[src/logic/ovr_detect_pkg.sv]
// Constants shared by the over-range detector
`default_nettype none
package ovr_detect_pkg;
  // Sample and comparison widths
  localparam int SAMPLE_W = 12;
  localparam int MAG_W = 11;
  localparam int CMP_W = 8;
  localparam int CMP_LSB = 3;
  // Hold length select width and counter width
  localparam int SEL_W = 3;
  localparam int HOLD_W = 11;
  // Channel count of the widest variant
  localparam int MAX_CHAN = 4;
  // Most negative code and the magnitude it saturates to
  localparam logic [SAMPLE_W-1:0] MIN_CODE = 12'h0800;
  localparam logic [MAG_W-1:0] MAX_MAG = 11'h07FF;
  // Shortest hold length, doubled per select step
  localparam logic [HOLD_W-1:0] HOLD_BASE = 11'h0008;
  // Reset values
  localparam logic [SAMPLE_W-1:0] SAMPLE_RST = 12'h0000;
  localparam logic [CMP_W-1:0] CMP_RST = 8'h00;
  localparam logic [HOLD_W-1:0] HOLD_CNT_RST = 11'h0000;
  localparam logic [HOLD_W-1:0] AGE_RST = 11'h07FF;
endpackage
`default_nettype wire

[src/logic/overrange_detector.sv]
// Over-range detector with per-channel held flag outputs
// Notes on behaviour
// (RULE_01) Capture one signed sample per rising clock
// (RULE_02) Samples are two's complement, -2048 to +2047
// (RULE_03) Compare upper eight bits of magnitude
// (RULE_04) Most negative code saturates to 2047
// (RULE_05) Drop three magnitude LSBs before comparing
// (RULE_06) One threshold serves every channel
// (RULE_07) Detection works only while enable is one
// (RULE_08) Flag set when value reaches threshold
// (RULE_09) One flag pin per present channel
// (RULE_10) Hold 8 to 1024 cycles after event
// (RULE_11) New event restarts hold; reset clears all
//
// Pipeline per channel:
//   edge E    the sample is captured into sample_reg
//   edge E+1  the saturated magnitude's top bits land in cmp_reg
//   edge E+2  the flag rises if the comparison value met the threshold
// The flag then stands for the selected hold length, counted from the
// cycle in which it rose, and every further event reloads the count.
// The threshold and the enable are read without a register, so a change
// of either acts on the comparison value that is already in cmp_reg.
// Dropping the enable clears flags and counters at the next edge; a hold
// is never resumed when the enable returns.
`timescale 1ns/1ps
`default_nettype none
module overrange_detector
  import ovr_detect_pkg::*;
#(
  parameter int NUM_CHAN = 4
) (
  input wire logic i_mclk,
  input wire logic i_rst,
  input wire logic [SAMPLE_W-1:0] i_sample_chan_a,
  input wire logic [SAMPLE_W-1:0] i_sample_chan_b,
  input wire logic [SAMPLE_W-1:0] i_sample_chan_c,
  input wire logic [SAMPLE_W-1:0] i_sample_chan_d,
  input wire logic [CMP_W-1:0] i_overrange_threshold,
  input wire logic i_overrange_detect_enable,
  input wire logic [SEL_W-1:0] i_flag_hold_length_select,
  output logic o_flag_out_chan_a,
  output logic o_flag_out_chan_b,
  output logic o_flag_out_chan_c,
  output logic o_flag_out_chan_d
);

  // Only the quad, dual and single variants exist
  if (NUM_CHAN != 1 && NUM_CHAN != 2 && NUM_CHAN != MAX_CHAN) begin : g_bad_chan
    $error("NUM_CHAN must be 1, 2 or 4");
  end

  // Magnitude of a signed sample, saturating the most negative code
  function automatic logic [MAG_W-1:0] mag_fn(input logic [SAMPLE_W-1:0] s);
    logic [SAMPLE_W-1:0] neg;
    neg = SAMPLE_W'(~s + 1'b1);
    if (s == MIN_CODE) begin
      mag_fn = MAX_MAG;
    end else if (s[SAMPLE_W-1]) begin
      mag_fn = neg[MAG_W-1:0];
    end else begin
      mag_fn = s[MAG_W-1:0];
    end
  endfunction

  // Hold length in cycles for a select value: 8 shifted left by select
  function automatic logic [HOLD_W-1:0] hold_len_fn(input logic [SEL_W-1:0] sel);
    hold_len_fn = HOLD_W'(HOLD_BASE << sel);
  endfunction

  // Incoming samples gathered into one array
  logic [MAX_CHAN-1:0][SAMPLE_W-1:0] sample_in;
  // Captured samples, one per channel
  logic [MAX_CHAN-1:0][SAMPLE_W-1:0] sample_reg;
  // Upper magnitude bits used for comparison
  logic [MAX_CHAN-1:0][CMP_W-1:0] cmp_reg;
  // Channel reaches the threshold this cycle
  logic [MAX_CHAN-1:0] hit;
  // Remaining hold cycles per channel
  logic [MAX_CHAN-1:0][HOLD_W-1:0] hold_cnt_reg;
  // Held over-range flags
  logic [MAX_CHAN-1:0] flag_reg;
  // Length loaded on every new event
  logic [HOLD_W-1:0] hold_len;

  assign sample_in[0] = i_sample_chan_a;
  assign sample_in[1] = i_sample_chan_b;
  assign sample_in[2] = i_sample_chan_c;
  assign sample_in[3] = i_sample_chan_d;
  assign hold_len = hold_len_fn(i_flag_hold_length_select);

  // Flag pins, each straight from its flag flip-flop
  assign o_flag_out_chan_a = flag_reg[0];
  assign o_flag_out_chan_b = flag_reg[1];
  assign o_flag_out_chan_c = flag_reg[2];
  assign o_flag_out_chan_d = flag_reg[3];

  for (genvar ch = 0; ch < MAX_CHAN; ch++) begin : g_chan
    if (ch < NUM_CHAN) begin : g_used
      // Capture the converted sample on each rising clock edge
      always_ff @(posedge i_mclk or posedge i_rst) begin
        if (i_rst) begin
          sample_reg[ch] <= SAMPLE_RST;
        end else begin
          sample_reg[ch] <= sample_in[ch]; // RULE_01
        end
      end

      // Saturating magnitude of the captured sample
      logic [MAG_W-1:0] mag;
      assign mag = mag_fn(sample_reg[ch]); // RULE_04

      // Saturating magnitude, three LSBs dropped
      always_ff @(posedge i_mclk or posedge i_rst) begin
        if (i_rst) begin
          cmp_reg[ch] <= CMP_RST;
        end else begin
          cmp_reg[ch] <= mag[MAG_W-1:CMP_LSB]; // RULE_03 RULE_04 RULE_05
        end
      end

      // Shared threshold, gated by the detection enable
      assign hit[ch] = i_overrange_detect_enable
                       && (cmp_reg[ch] >= i_overrange_threshold); // RULE_06 RULE_07 RULE_08

      // Hold counter: reload on every event, count down otherwise
      always_ff @(posedge i_mclk or posedge i_rst) begin
        if (i_rst) begin
          hold_cnt_reg[ch] <= HOLD_CNT_RST; // RULE_11
        end else if (!i_overrange_detect_enable) begin
          // Detection off: drop any pending hold
          hold_cnt_reg[ch] <= HOLD_CNT_RST; // RULE_07
        end else if (hit[ch]) begin
          // Restart hold from the latest event
          hold_cnt_reg[ch] <= HOLD_W'(hold_len - 1'b1); // RULE_10 RULE_11
        end else if (hold_cnt_reg[ch] != HOLD_CNT_RST) begin
          // Count the hold down
          hold_cnt_reg[ch] <= HOLD_W'(hold_cnt_reg[ch] - 1'b1); // RULE_10
        end
      end

      // Flag high on the event and while the hold runs
      always_ff @(posedge i_mclk or posedge i_rst) begin
        if (i_rst) begin
          flag_reg[ch] <= 1'b0; // RULE_11
        end else if (!i_overrange_detect_enable) begin
          flag_reg[ch] <= 1'b0; // RULE_07
        end else begin
          flag_reg[ch] <= hit[ch] || (hold_cnt_reg[ch] != HOLD_CNT_RST); // RULE_08 RULE_10
        end
      end

      // Cycles since the last event, saturating; checking aid only
      logic [HOLD_W-1:0] age_reg;
      always_ff @(posedge i_mclk or posedge i_rst) begin
        if (i_rst) begin
          age_reg <= AGE_RST;
        end else if (!i_overrange_detect_enable) begin
          age_reg <= AGE_RST;
        end else if (hit[ch]) begin
          age_reg <= HOLD_CNT_RST;
        end else if (age_reg != AGE_RST) begin
          age_reg <= HOLD_W'(age_reg + 1'b1);
        end
      end

      // Hold length latched at the last event; checking aid only
      logic [HOLD_W-1:0] len_reg;
      always_ff @(posedge i_mclk or posedge i_rst) begin
        if (i_rst) begin
          len_reg <= HOLD_BASE;
        end else if (hit[ch]) begin
          // A running hold keeps the length chosen at its event
          len_reg <= hold_len;
        end
      end

      // Captured sample follows the input one edge later
      sample_capture_a: assert property (@(posedge i_mclk) disable iff (i_rst)
        !$past(i_rst) |-> sample_reg[ch] == $past(sample_in[ch])) // RULE_01
        else $error("sample not captured on clock edge");

      // Negative codes other than the most negative compare on their two's complement magnitude
      sign_to_mag_a: assert property (@(posedge i_mclk) disable iff (i_rst)
        (sample_reg[ch][SAMPLE_W-1] && sample_reg[ch] != MIN_CODE)
        |=> cmp_reg[ch] == CMP_W'((~$past(sample_reg[ch]) + 1'b1) >> CMP_LSB)) // RULE_02
        else $error("negative sample magnitude wrong");

      // Positive samples keep their upper bits
      upper_bits_a: assert property (@(posedge i_mclk) disable iff (i_rst)
        !sample_reg[ch][SAMPLE_W-1]
        |=> cmp_reg[ch] == $past(sample_reg[ch][MAG_W-1:CMP_LSB])) // RULE_03
        else $error("positive comparison value wrong");

      // Most negative code reads as full magnitude
      min_code_sat_a: assert property (@(posedge i_mclk) disable iff (i_rst)
        sample_reg[ch] == MIN_CODE |=> cmp_reg[ch] == 8'hFF) // RULE_04
        else $error("most negative code not saturated");

      // Code -2032 gives comparison value 254
      lsb_drop_a: assert property (@(posedge i_mclk) disable iff (i_rst)
        sample_reg[ch] == 12'h0810 |=> cmp_reg[ch] == 8'hFE) // RULE_05
        else $error("dropped bits handled wrong");

      // Reaching the shared threshold raises the flag next cycle
      thresh_hit_a: assert property (@(posedge i_mclk) disable iff (i_rst)
        (i_overrange_detect_enable && cmp_reg[ch] >= i_overrange_threshold)
        |=> flag_reg[ch]) // RULE_06
        else $error("flag missed threshold crossing");

      // Disabled detection holds the flag low
      enable_off_a: assert property (@(posedge i_mclk) disable iff (i_rst)
        !i_overrange_detect_enable |=> !flag_reg[ch] && hold_cnt_reg[ch] == 11'h000) // RULE_07
        else $error("flag active while disabled");

      // Flag rises only after a hit in the previous cycle
      flag_cause_a: assert property (@(posedge i_mclk) disable iff (i_rst)
        $rose(flag_reg[ch]) |-> $past(hit[ch])) // RULE_08
        else $error("flag raised without event");

      // Flag length since the last event matches the select
      hold_length_a: assert property (@(posedge i_mclk) disable iff (i_rst)
        ($stable(i_flag_hold_length_select) && i_overrange_detect_enable
         && $past(i_overrange_detect_enable))
        |-> flag_reg[ch] == (age_reg < len_reg)) // RULE_10
        else $error("flag hold length wrong");

      // A new event restarts the hold count
      hold_restart_a: assert property (@(posedge i_mclk) disable iff (i_rst)
        hit[ch] |=> hold_cnt_reg[ch] == $past(hold_len) - 11'h001) // RULE_11
        else $error("hold not restarted by event");

      // Idle enable never reports a hit
      hit_gated_a: assert property (@(posedge i_mclk) disable iff (i_rst)
        !i_overrange_detect_enable |-> !hit[ch]) // RULE_07
        else $error("hit seen while disabled");

      // Running hold counts down by one each cycle
      hold_countdown_a: assert property (@(posedge i_mclk) disable iff (i_rst)
        (i_overrange_detect_enable && !hit[ch] && hold_cnt_reg[ch] != 11'h000)
        |=> hold_cnt_reg[ch] == $past(hold_cnt_reg[ch]) - 11'h001) // RULE_10
        else $error("hold count did not step down");

      // Flag stays up while a hold is running
      flag_stays_a: assert property (@(posedge i_mclk) disable iff (i_rst)
        (i_overrange_detect_enable && hold_cnt_reg[ch] != 11'h000) |=> flag_reg[ch]) // RULE_10
        else $error("flag dropped during hold");

      // Flag falls once the hold has run out
      flag_fall_a: assert property (@(posedge i_mclk) disable iff (i_rst)
        (!hit[ch] && hold_cnt_reg[ch] == 11'h000) |=> !flag_reg[ch]) // RULE_10
        else $error("flag outlived its hold");

      // Hold counter never exceeds the longest length
      hold_bound_a: assert property (@(posedge i_mclk) disable iff (i_rst)
        hold_cnt_reg[ch] < 11'h400) // RULE_10
        else $error("hold count out of range");

      // Full-scale positive code reads as the top comparison value
      max_code_a: assert property (@(posedge i_mclk) disable iff (i_rst)
        sample_reg[ch] == 12'h07FF |=> cmp_reg[ch] == 8'hFF) // RULE_03
        else $error("full-scale code compared wrong");

      // Event pulse stretched to the shortest length
      min_hold_c: cover property (@(posedge i_mclk) disable iff (i_rst)
        hit[ch] && i_flag_hold_length_select == 3'h0 ##1 (flag_reg[ch] && !hit[ch]) [*8]
        ##1 !flag_reg[ch]);

      // Event arriving during an active hold
      retrigger_c: cover property (@(posedge i_mclk) disable iff (i_rst)
        hit[ch] ##3 (hit[ch] && hold_cnt_reg[ch] != 11'h000));

      // Most negative code triggers the flag
      min_code_c: cover property (@(posedge i_mclk) disable iff (i_rst)
        sample_reg[ch] == MIN_CODE ##2 flag_reg[ch]);

      // Event taken with the longest hold selected
      max_hold_c: cover property (@(posedge i_mclk) disable iff (i_rst)
        hit[ch] && i_flag_hold_length_select == 3'h7);
    end else begin : g_absent
      // Channel absent on this variant: pin held low
      // Absent channel never reports a hit
      assign hit[ch] = 1'b0;
      // Absent channel state stays at its reset values
      always_ff @(posedge i_mclk or posedge i_rst) begin
        if (i_rst) begin
          sample_reg[ch] <= SAMPLE_RST;
          cmp_reg[ch] <= CMP_RST;
          hold_cnt_reg[ch] <= HOLD_CNT_RST;
          flag_reg[ch] <= 1'b0;
        end else begin
          sample_reg[ch] <= SAMPLE_RST;
          cmp_reg[ch] <= CMP_RST;
          hold_cnt_reg[ch] <= HOLD_CNT_RST;
          flag_reg[ch] <= 1'b0; // RULE_09
        end
      end

      // Pin of an absent channel never rises
      absent_pin_a: assert property (@(posedge i_mclk) disable iff (i_rst)
        !flag_reg[ch]) // RULE_09
        else $error("absent channel flag raised");
    end
  end

endmodule // overrange_detector
`default_nettype wire

[config.mk]
export PLATFORM = sky130hd
export DESIGN_NAME = overrange_detector
export DESIGN_NICKNAME = d
export VERILOG_FILES = /design/src/logic/ovr_detect_pkg.sv /design/src/logic/overrange_detector.sv
export SDC_FILE = /design/constraint.sdc
export NUM_CORES = 1
export LEC_CHECK = 0
export ABC_AREA = 0
export BUFFER_PORTS_ARGS = -buffer_cell sky130_fd_sc_hd__buf_2
export CORE_MARGIN = 2
export CORE_UTILIZATION = 40
export CTS_BUF_LIST = sky130_fd_sc_hd__clkbuf_8
export CTS_CLUSTER_SIZE = 12
export DETAILED_ROUTE_END_ITERATION = 8
export GPL_TIMING_DRIVEN = 0
export PLACE_DENSITY_LB_ADDON = 0.2
export SLEW_MARGIN = 5
export SYNTH_ARGS = -nofsm -noshare
export SYNTH_HDL_FRONTEND = slang
export SYNTH_SLANG_ARGS = --single-unit
[constraint.sdc]
create_clock -name i_mclk -period 4.1 [get_ports i_mclk]
set_input_delay 0.82 -clock i_mclk [delete_from_list [all_inputs] [get_ports i_mclk]]
set_output_delay 0.82 -clock i_mclk [all_outputs]
set_load 0.05 [all_outputs]
# [Word-level counts from Yosys, hierarchy flattened]
# Index checks and enable logic that the tools add are counted.
[totals] output_inout_bits=4 mem_bits_ro=0 elab_cells=78 memories=0 register_bits=128 mem_bits_rw=0 inputBits=62 latchBits=0
[op_classes] n_shift=1 magnitude_cmp=4 n_reduce_logical=12 n_div=0 muxes=24 n_eq_ne=8 add_sub_neg=9 multipliers=0 bitwise_logic=4
[ops] operator="11-bit two-way mux" count=20
[ops] operator="11-bit by 1-bit subtractor with 11-bit output, second input constant" count=5
[ops] operator="12-bit == test, second input constant" count=4
[ops] operator="11-bit by 1-bit adder with 11-bit output, second input constant" count=4
[ops] operator="11-bit inverter" count=4
[ops] operator="11-bit nonzero test" count=4
[ops] operator="8-bit >= comparator" count=4
[ops] operator="3-bit by 1-bit inequality test with 1-bit output, second input constant" count=4
[ops] operator="4-bit by 3-bit << shifter with 11-bit output, first input constant" count=1
[ops] operator="1-bit logical AND" count=4
[ops] operator="1-bit logical OR" count=4
[ops] operator="1-bit two-way mux" count=4

# [Logic depth before layout (Yosys ltp)]
# Gate-level depths: netlist (run 1).
[logic_depth] word_depth=4 ltp_mapped=8 ltp_nobuf=7

# [Worst setup path after synthesis (run 1)]
# OpenSTA, ideal clock, no wires.
[synth_timing] path_kind="in2reg" from="input port i_overrange_threshold[2]" to="register hold_cnt_reg[28] (netlist name)" path_buffers=1 setup_ns=0.096 setup_slack_ns=1.581 arrival_time_ns=2.424 stages=8 t_required_ns=4.004 cell_sequence="inv_1 -> ha_1 -> a211o_1 -> a31oi_1 -> o31ai_1 -> clkbuf_1 -> nand3_1 -> o31ai_1"
[synth_via] elab_chain_len=4 elab_cells_between_ends=5 cone_classes="1 x order compare; 1 x eq/ne; 2 x mux; 1 x reduce/logical"
[synth_rtl] item="start: declaration" line="overrange_detector.sv:38" text="input wire logic [CMP_W-1:0] i_overrange_threshold,"
[synth_rtl] item="8-bit >= comparator (*)" line="overrange_detector.sv:123" text="&& (cmp_reg[ch] >= i_overrange_threshold);"
[synth_rtl] item="1-bit logical AND (*)" line="overrange_detector.sv:123"
[synth_rtl] item="11-bit two-way mux" line="overrange_detector.sv:132" text="end else if (hit[ch]) begin"
[synth_rtl] item="11-bit two-way mux" line="overrange_detector.sv:129" text="end else if (!i_overrange_detect_enable) begin"
[synth_rtl] item="end signal: indexed assignment" line="overrange_detector.sv:134" text="hold_cnt_reg[ch] <= HOLD_W'(hold_len - 1'b1);"
[synth_rtl] item="end signal: indexed assignment" line="overrange_detector.sv:137" text="hold_cnt_reg[ch] <= HOLD_W'(hold_cnt_reg[ch] - 1'b1);"
[synth_rtl] item="end: declaration" line="overrange_detector.sv:79" text="logic [MAX_CHAN-1:0][HOLD_W-1:0] hold_cnt_reg;"
# Mark *: on every way between the ends. The rest lies on a longest branch, timed or not.
# A chain may end at the register's enable or synchronous reset.

# [Worst setup path after layout (run 1)]
[layout_timing] from="input port i_overrange_threshold[2]" to="register hold_cnt_reg[19] (netlist name)"
# The elaborated chain is that of the path after synthesis.

==> flow_metrics.tcl, run 1 <==
set metrics [dict create \
    setup_tns_ps 0 \
    grt_pass1_vias 4468 \
    areaGrowthSynthToFinish_pct 15.80 \
    start_util_pct 40.78 \
    outcome "completed" \
    syn_area_um2 6153 \
    ant_nets 0 \
    rsz0062_at_grt "false" \
    synth_top_area_share_pct 52.05 \
    cts_tree "built" \
    timing.reg2reg.setup_slack_ps 1740 \
    synth_seq_area_share_pct 52.05 \
    drive_above_1_share_pct 15.86 \
    clkLatencyLatePin_ps 440 \
    die_x_um 128.0 \
    synthTopCellsByCount "128 x dfrtp_1, 62 x nand2_1, 40 x ha_1, 37 x nor2_1, 31 x xor2_1" \
    root_buffer "clkbuf_8" \
    die_area_um2 16390 \
    cp-endpoint "hold_cnt_reg[19]" \
    tightest_slew_ps 841.1 \
    coreArea_um2 15090 \
    min_path_type "input port to flop" \
    async_flop_share_pct 100.0 \
    place_congestion 0.8055 \
    via_count 4492 \
    r2r_end "hold_cnt_reg[19]" \
    startpoint "i_overrange_threshold[2]" \
    setup-violations-final 0 \
    wl_per_cell_um 13.95 \
    yosysMostFrequentCell "dfrtp_1" \
    port_buffers 65 \
    regArea_um2 3203 \
    ys_ff_latch 128 \
    rows 45 \
    track_usage_pct 16.01 \
    finalPower_w 0.003154 \
    final_max_slew_viol_count 0 \
    synth_top_area_cell "dfrtp_1" \
    maxCapViolCount 0 \
    h-tree-depth 4 \
    antenna_found_initial 0 \
    synth.area.top_cells "dfrtp_1 52%, ha_1 8.1%, xor2_1 4.4%" \
    nets 770 \
    placed_area_um2 6778 \
    drc 0 \
    avgSynthCellArea_um2 10.59 \
    cp_max_fo 10 \
    wirelength_mm 12.12 \
    power_density_nw_per_um2 442.7 \
    n_fill_cell 1412 \
    post_cts_buffers 0 \
    hold_violations 0 \
    final.period_utilization_pct 64.07 \
    p_leak_nw 3.235 \
    synthCells 581 \
    overflow 0 \
    fin_crit_ps 2627 \
    cts_sinks 128 \
    multi_input_area_um2 2813 \
    cts_resized 0 \
    grt_pass1_wl_mm 20.71 \
    ir_drop_v 0.0002277 \
    synth_edf_count 0 \
    synth_flop_cell "dfrtp_1" \
    critical_path_class "input port to flop" \
    arrival_ps 2960 \
    first_pass_iters 4 \
    clock.fmax_mhz 380.7 \
    r2r_cells 7 \
    postCtsHoldBufs 0 \
    largest_reg_flops 48 \
    cp-start-kind "input port" \
    drt_iter0_drc 254 \
    vias_per_cell 5.169 \
    fin_area_um2 7126 \
    grt_max_degree 38 \
    cts.path.max_buffers 2 \
    clk_pin_slew_ps 70 \
    numCtsBuffers 17 \
    diodes 0 \
    crit_required_ps 4440 \
    slew_headroom_pct 43.59 \
    die_y_um 128.0 \
    critPathCaptureType "flop" \
    fin_skew_ps 12.01 \
    yosysWarnings 0 \
    synth_cell_types 50 \
    ioPinCount 66 \
    syn-num-nets 683 \
    timing.rr.start "cmp_reg[10]" \
    dp_hpwl_mm 9.003 \
]
[worst max-delay path, cell delays in order]
cell,delay (ps)
buf_2,100
inv_1,170
ha_1,280
a211oi_1,260
o21ai_1,120
a211oi_2,570
clkbuf_1,430
nand2_1,100
o32ai_1,120
[cell families after synthesis]
| group | count (synthesis) | share of synthesized area, % |
|---|---|---|
| adders and majority gates | 40 | 8.133 |
| muxes | 1 | 0.1830 |
| and+or+nand+nor | 206 | 17.24 |
| xor gates and xnor gates | 52 | 7.401 |
| DFF | 128 | 52.05 |
| buffers and inverters | 36 | 2.318 |
| AOI/OAI and AO/OA | 118 | 12.67 |
[layout make-up]
| type | count | share of cell area (%) |
|---|---|---|
| Timing Repair Buffer | 68 | 5.408 |
| Buffer | 14 | 0.8428 |
| Tap cell | 188 | 3.301 |
| Sequential cell | 128 | 44.95 |
| Clock inverter | 14 | 1.335 |
| Clock buffer | 18 | 3.477 |
| Multi-Input combinational cell | 417 | 39.47 |
| Inverter | 22 | 1.212 |
[layout by cell type (no fill, tap or decap), types with 14 or more instances in the layout]
cell type / count
xnor2_1: 21
dfrtp_1: 128
a21oi_1: 26
clkbuf_8: 18
o21ai_0: 16
xor2_1: 31
nand3_1: 21
nand2_1: 62
inv_1: 22
o31ai_1: 19
nor2_1: 37
nor3_1: 20
ha_1: 40
buf_2: 65
o21a_1: 14
[routing by layer]
layer | wire length [um] | global-route usage, %
met1 | 5521 | 20.24
met2 | 5992 | 26.49
met3 | 490 | 4.674
met4 | 121 | 5.301
met5 | 0 | 0
[metrics by stage]
step / setup slack, ps / std cells / util, % / hold slack (ps)
after floorplan: 1581 / 581 / - / 474.6
after global placement: 840.5 / 834 / 44.52 / 491.3
after detailed placement: 798.4 / 837 / 44.92 / 493.7
after CTS: 1270 / 869 / 47.19 / 447.6
after global routing: 1257 / 869 / 47.22 / 438.8
final: 1473 / 869 / 47.22 / 483.5
[report_power, final]
group          internal [W]  total [W]  switching, W
Sequential          0.00140    0.00151      0.000113
Combinational      0.000311   0.000715      0.000404
Clock              0.000428   0.000928      0.000499
Total               0.00214    0.00315       0.00102
[how the worst min path moves through the flow]
stage | endpoint | cells past startpoint | from | slack, ps
5_1_grt | sample_reg[32] | 1 | i_sample_chan_c[8] | 440
4_1_cts | sample_reg[40] | 1 | i_sample_chan_d[4] | 450
3_5_place_dp | cmp_reg[24] | 2 | sample_reg[39] | 490
3_3_place_gp | cmp_reg[3] | 2 | sample_reg[6] | 490
2_1_floorplan | cmp_reg[19] | 2 | sample_reg[30] | 470
6_report | sample_reg[32] | 1 | i_sample_chan_c[8] | 480
Note: power is estimated with default switching activity, not from simulation.
==> inputs of run 2 (changes only) <==
==> constraint.sdc (replaced) <==
create_clock -name i_mclk -period 2.3 [get_ports i_mclk]
set_input_delay 0.46 -clock i_mclk [delete_from_list [all_inputs] [get_ports i_mclk]]
set_output_delay 0.46 -clock i_mclk [all_outputs]
set_load 0.05 [all_outputs]
==> flow_metrics.tcl, run 2 (synthesis results as in run 1) <==
set metrics [dict create \
    dp.cells 837 \
    largest_reg_flops 48 \
    die_y_um 128.0 \
    root_buffer "clkbuf_8" \
    final_cell_mix "128 x dfrtp_1, 65 x buf_2, 62 x nand2_1" \
    ioPinCount 66 \
    die_area_um2 16390 \
    first_pass_iters 5 \
    placed_area_um2 6778 \
    worstHoldStart "i_sample_chan_c[8]" \
    p_leak_nw 3.253 \
    vias_per_cell 5.182 \
    outcome "completed" \
    via_count 4508 \
    timing.reg2reg.setup_slack_ps 150 \
    start_util_pct 40.78 \
    drt_iter0_drc 244 \
    critPathCaptureType "flop" \
    final_max_slew_viol_count 0 \
    port_buffers 65 \
    cp_max_fo 9 \
    timing.rr.start "hold_cnt_reg[22]" \
    clock.fmax_mhz 464.8 \
    hold_violations 0 \
    final.period_utilization_pct 93.55 \
    ant_nets 0 \
    fin_skew_ps 11.60 \
    r2r_cells 8 \
    dp_hpwl_mm 9.003 \
    cts_tree "built" \
    overflow 0 \
    grt_pass1_wl_mm 20.80 \
    track_usage_pct 16.08 \
    fin_cells 870 \
    highest_layer "met4" \
    grt_pass1_vias 4482 \
    power_density_nw_per_um2 789.0 \
    fin_area_um2 7179 \
    min_path_type "input port to flop" \
    cp-start-kind "flop" \
    wl_met3_um 543 \
    fin_crit_ps 2152 \
    drc 0 \
    maxCapViolCount 0 \
    tightest_slew_ps 896.1 \
    arrival_ps 2490 \
    wirelength_mm 12.21 \
    clk_pin_slew_ps 80 \
    grt_max_degree 38 \
    rsz0062_at_grt "false" \
    wl_met1_mm 5.530 \
    clkLatencyLatePin_ps 440 \
    hold_depth 1 \
    cts.path.max_buffers 2 \
    diodes 0 \
    place_congestion 0.8055 \
    h-tree-depth 4 \
    ir_drop_v 0.0004077 \
    die_x_um 128.0 \
    slew_headroom_pct 39.80 \
    coreArea_um2 15090 \
    layout_commonest_cell "dfrtp_1" \
    nets 771 \
    cts_sinks 128 \
    cp-endpoint "hold_cnt_reg[29]" \
    fin_util_pct 47.58 \
    postCtsHoldBufs 0 \
    r2r_end "hold_cnt_reg[29]" \
    hold_slack_ps 122.7 \
    areaGrowthSynthToFinish_pct 16.67 \
    setup-violations-final 0 \
    drive_above_1_share_pct 17.01 \
    numCtsBuffers 17 \
    wl_per_cell_um 14.04 \
    critical_path_class "flop to flop" \
    wl_met2_mm 5.983 \
    antenna_found_initial 0 \
    rows 45 \
    startpoint "hold_cnt_reg[22]" \
    crit_required_ps 2640 \
]
run 2: layer usage:
metal	global-route usage (%)	vias to the layer above
met5	0	-
met4	5.301	0
met3	4.674	14
met2	26.71	88
met1	20.24	2144
li1	-	2262
run 2: layout make-up:
class | instances | area [um2]
Fill cell | 1407 | 7910
Sequential cell | 128 | 3203
Multi-Input combinational cell | 417 | 2858
Tap cell | 188 | 235.2
Inverter | 22 | 86.33
Clock inverter | 14 | 95.09
Timing Repair Buffer | 69 | 392.9
Clock buffer | 18 | 247.7
Buffer | 14 | 61.31
run 2: worst min-delay path by stage:
| stage | to | slack, ps |
|---|---|---|
| final | sample_reg[32] | 120 |
| after global routing | sample_reg[32] | 80 |
| after CTS | sample_reg[40] | 90 |
| after detailed placement | cmp_reg[24] | 490 |
| after global placement | cmp_reg[3] | 490 |
| after floorplan | cmp_reg[19] | 470 |
run 2: timing repair:
| action | CTS | global route |
|---|---|---|
| buffers inserted | 1 | 0 |
| gates resized for setup | 2 | 11 |
| pin swaps | 1 | 0 |
| setup endpoints to repair | 28 | 28 |
run 2: worst max-delay path, cell delays in order (launching register included):
cell,delay [ps]
dfrtp_1,410
inv_2,90
ha_1,170
or4b_4,480
or4_1,430
buf_6,160
nand4b_2,90
xnor2_1,70
o21a_1,160
run 2: power by group:
part / switching [W] / internal, W / leakage, nW
Clock: 0.000889 / 0.000763 / 0.169
Combinational: 0.000733 / 0.000578 / 1.53
Sequential: 0.000208 / 0.00249 / 1.55
run 2: through the flow:
stage | power [W] | TNS [ps] | worst slack (ps)
finish | 0.005665 | 0 | 148.3
global placement | 0.003956 | -74270 | -599.5
floorplan | 0.003673 | 0 | 140.8
global route | 0.006061 | 0 | 13.85
detailed placement | 0.004010 | -14540 | -641.6
CTS | 0.005707 | 0 | 23.41
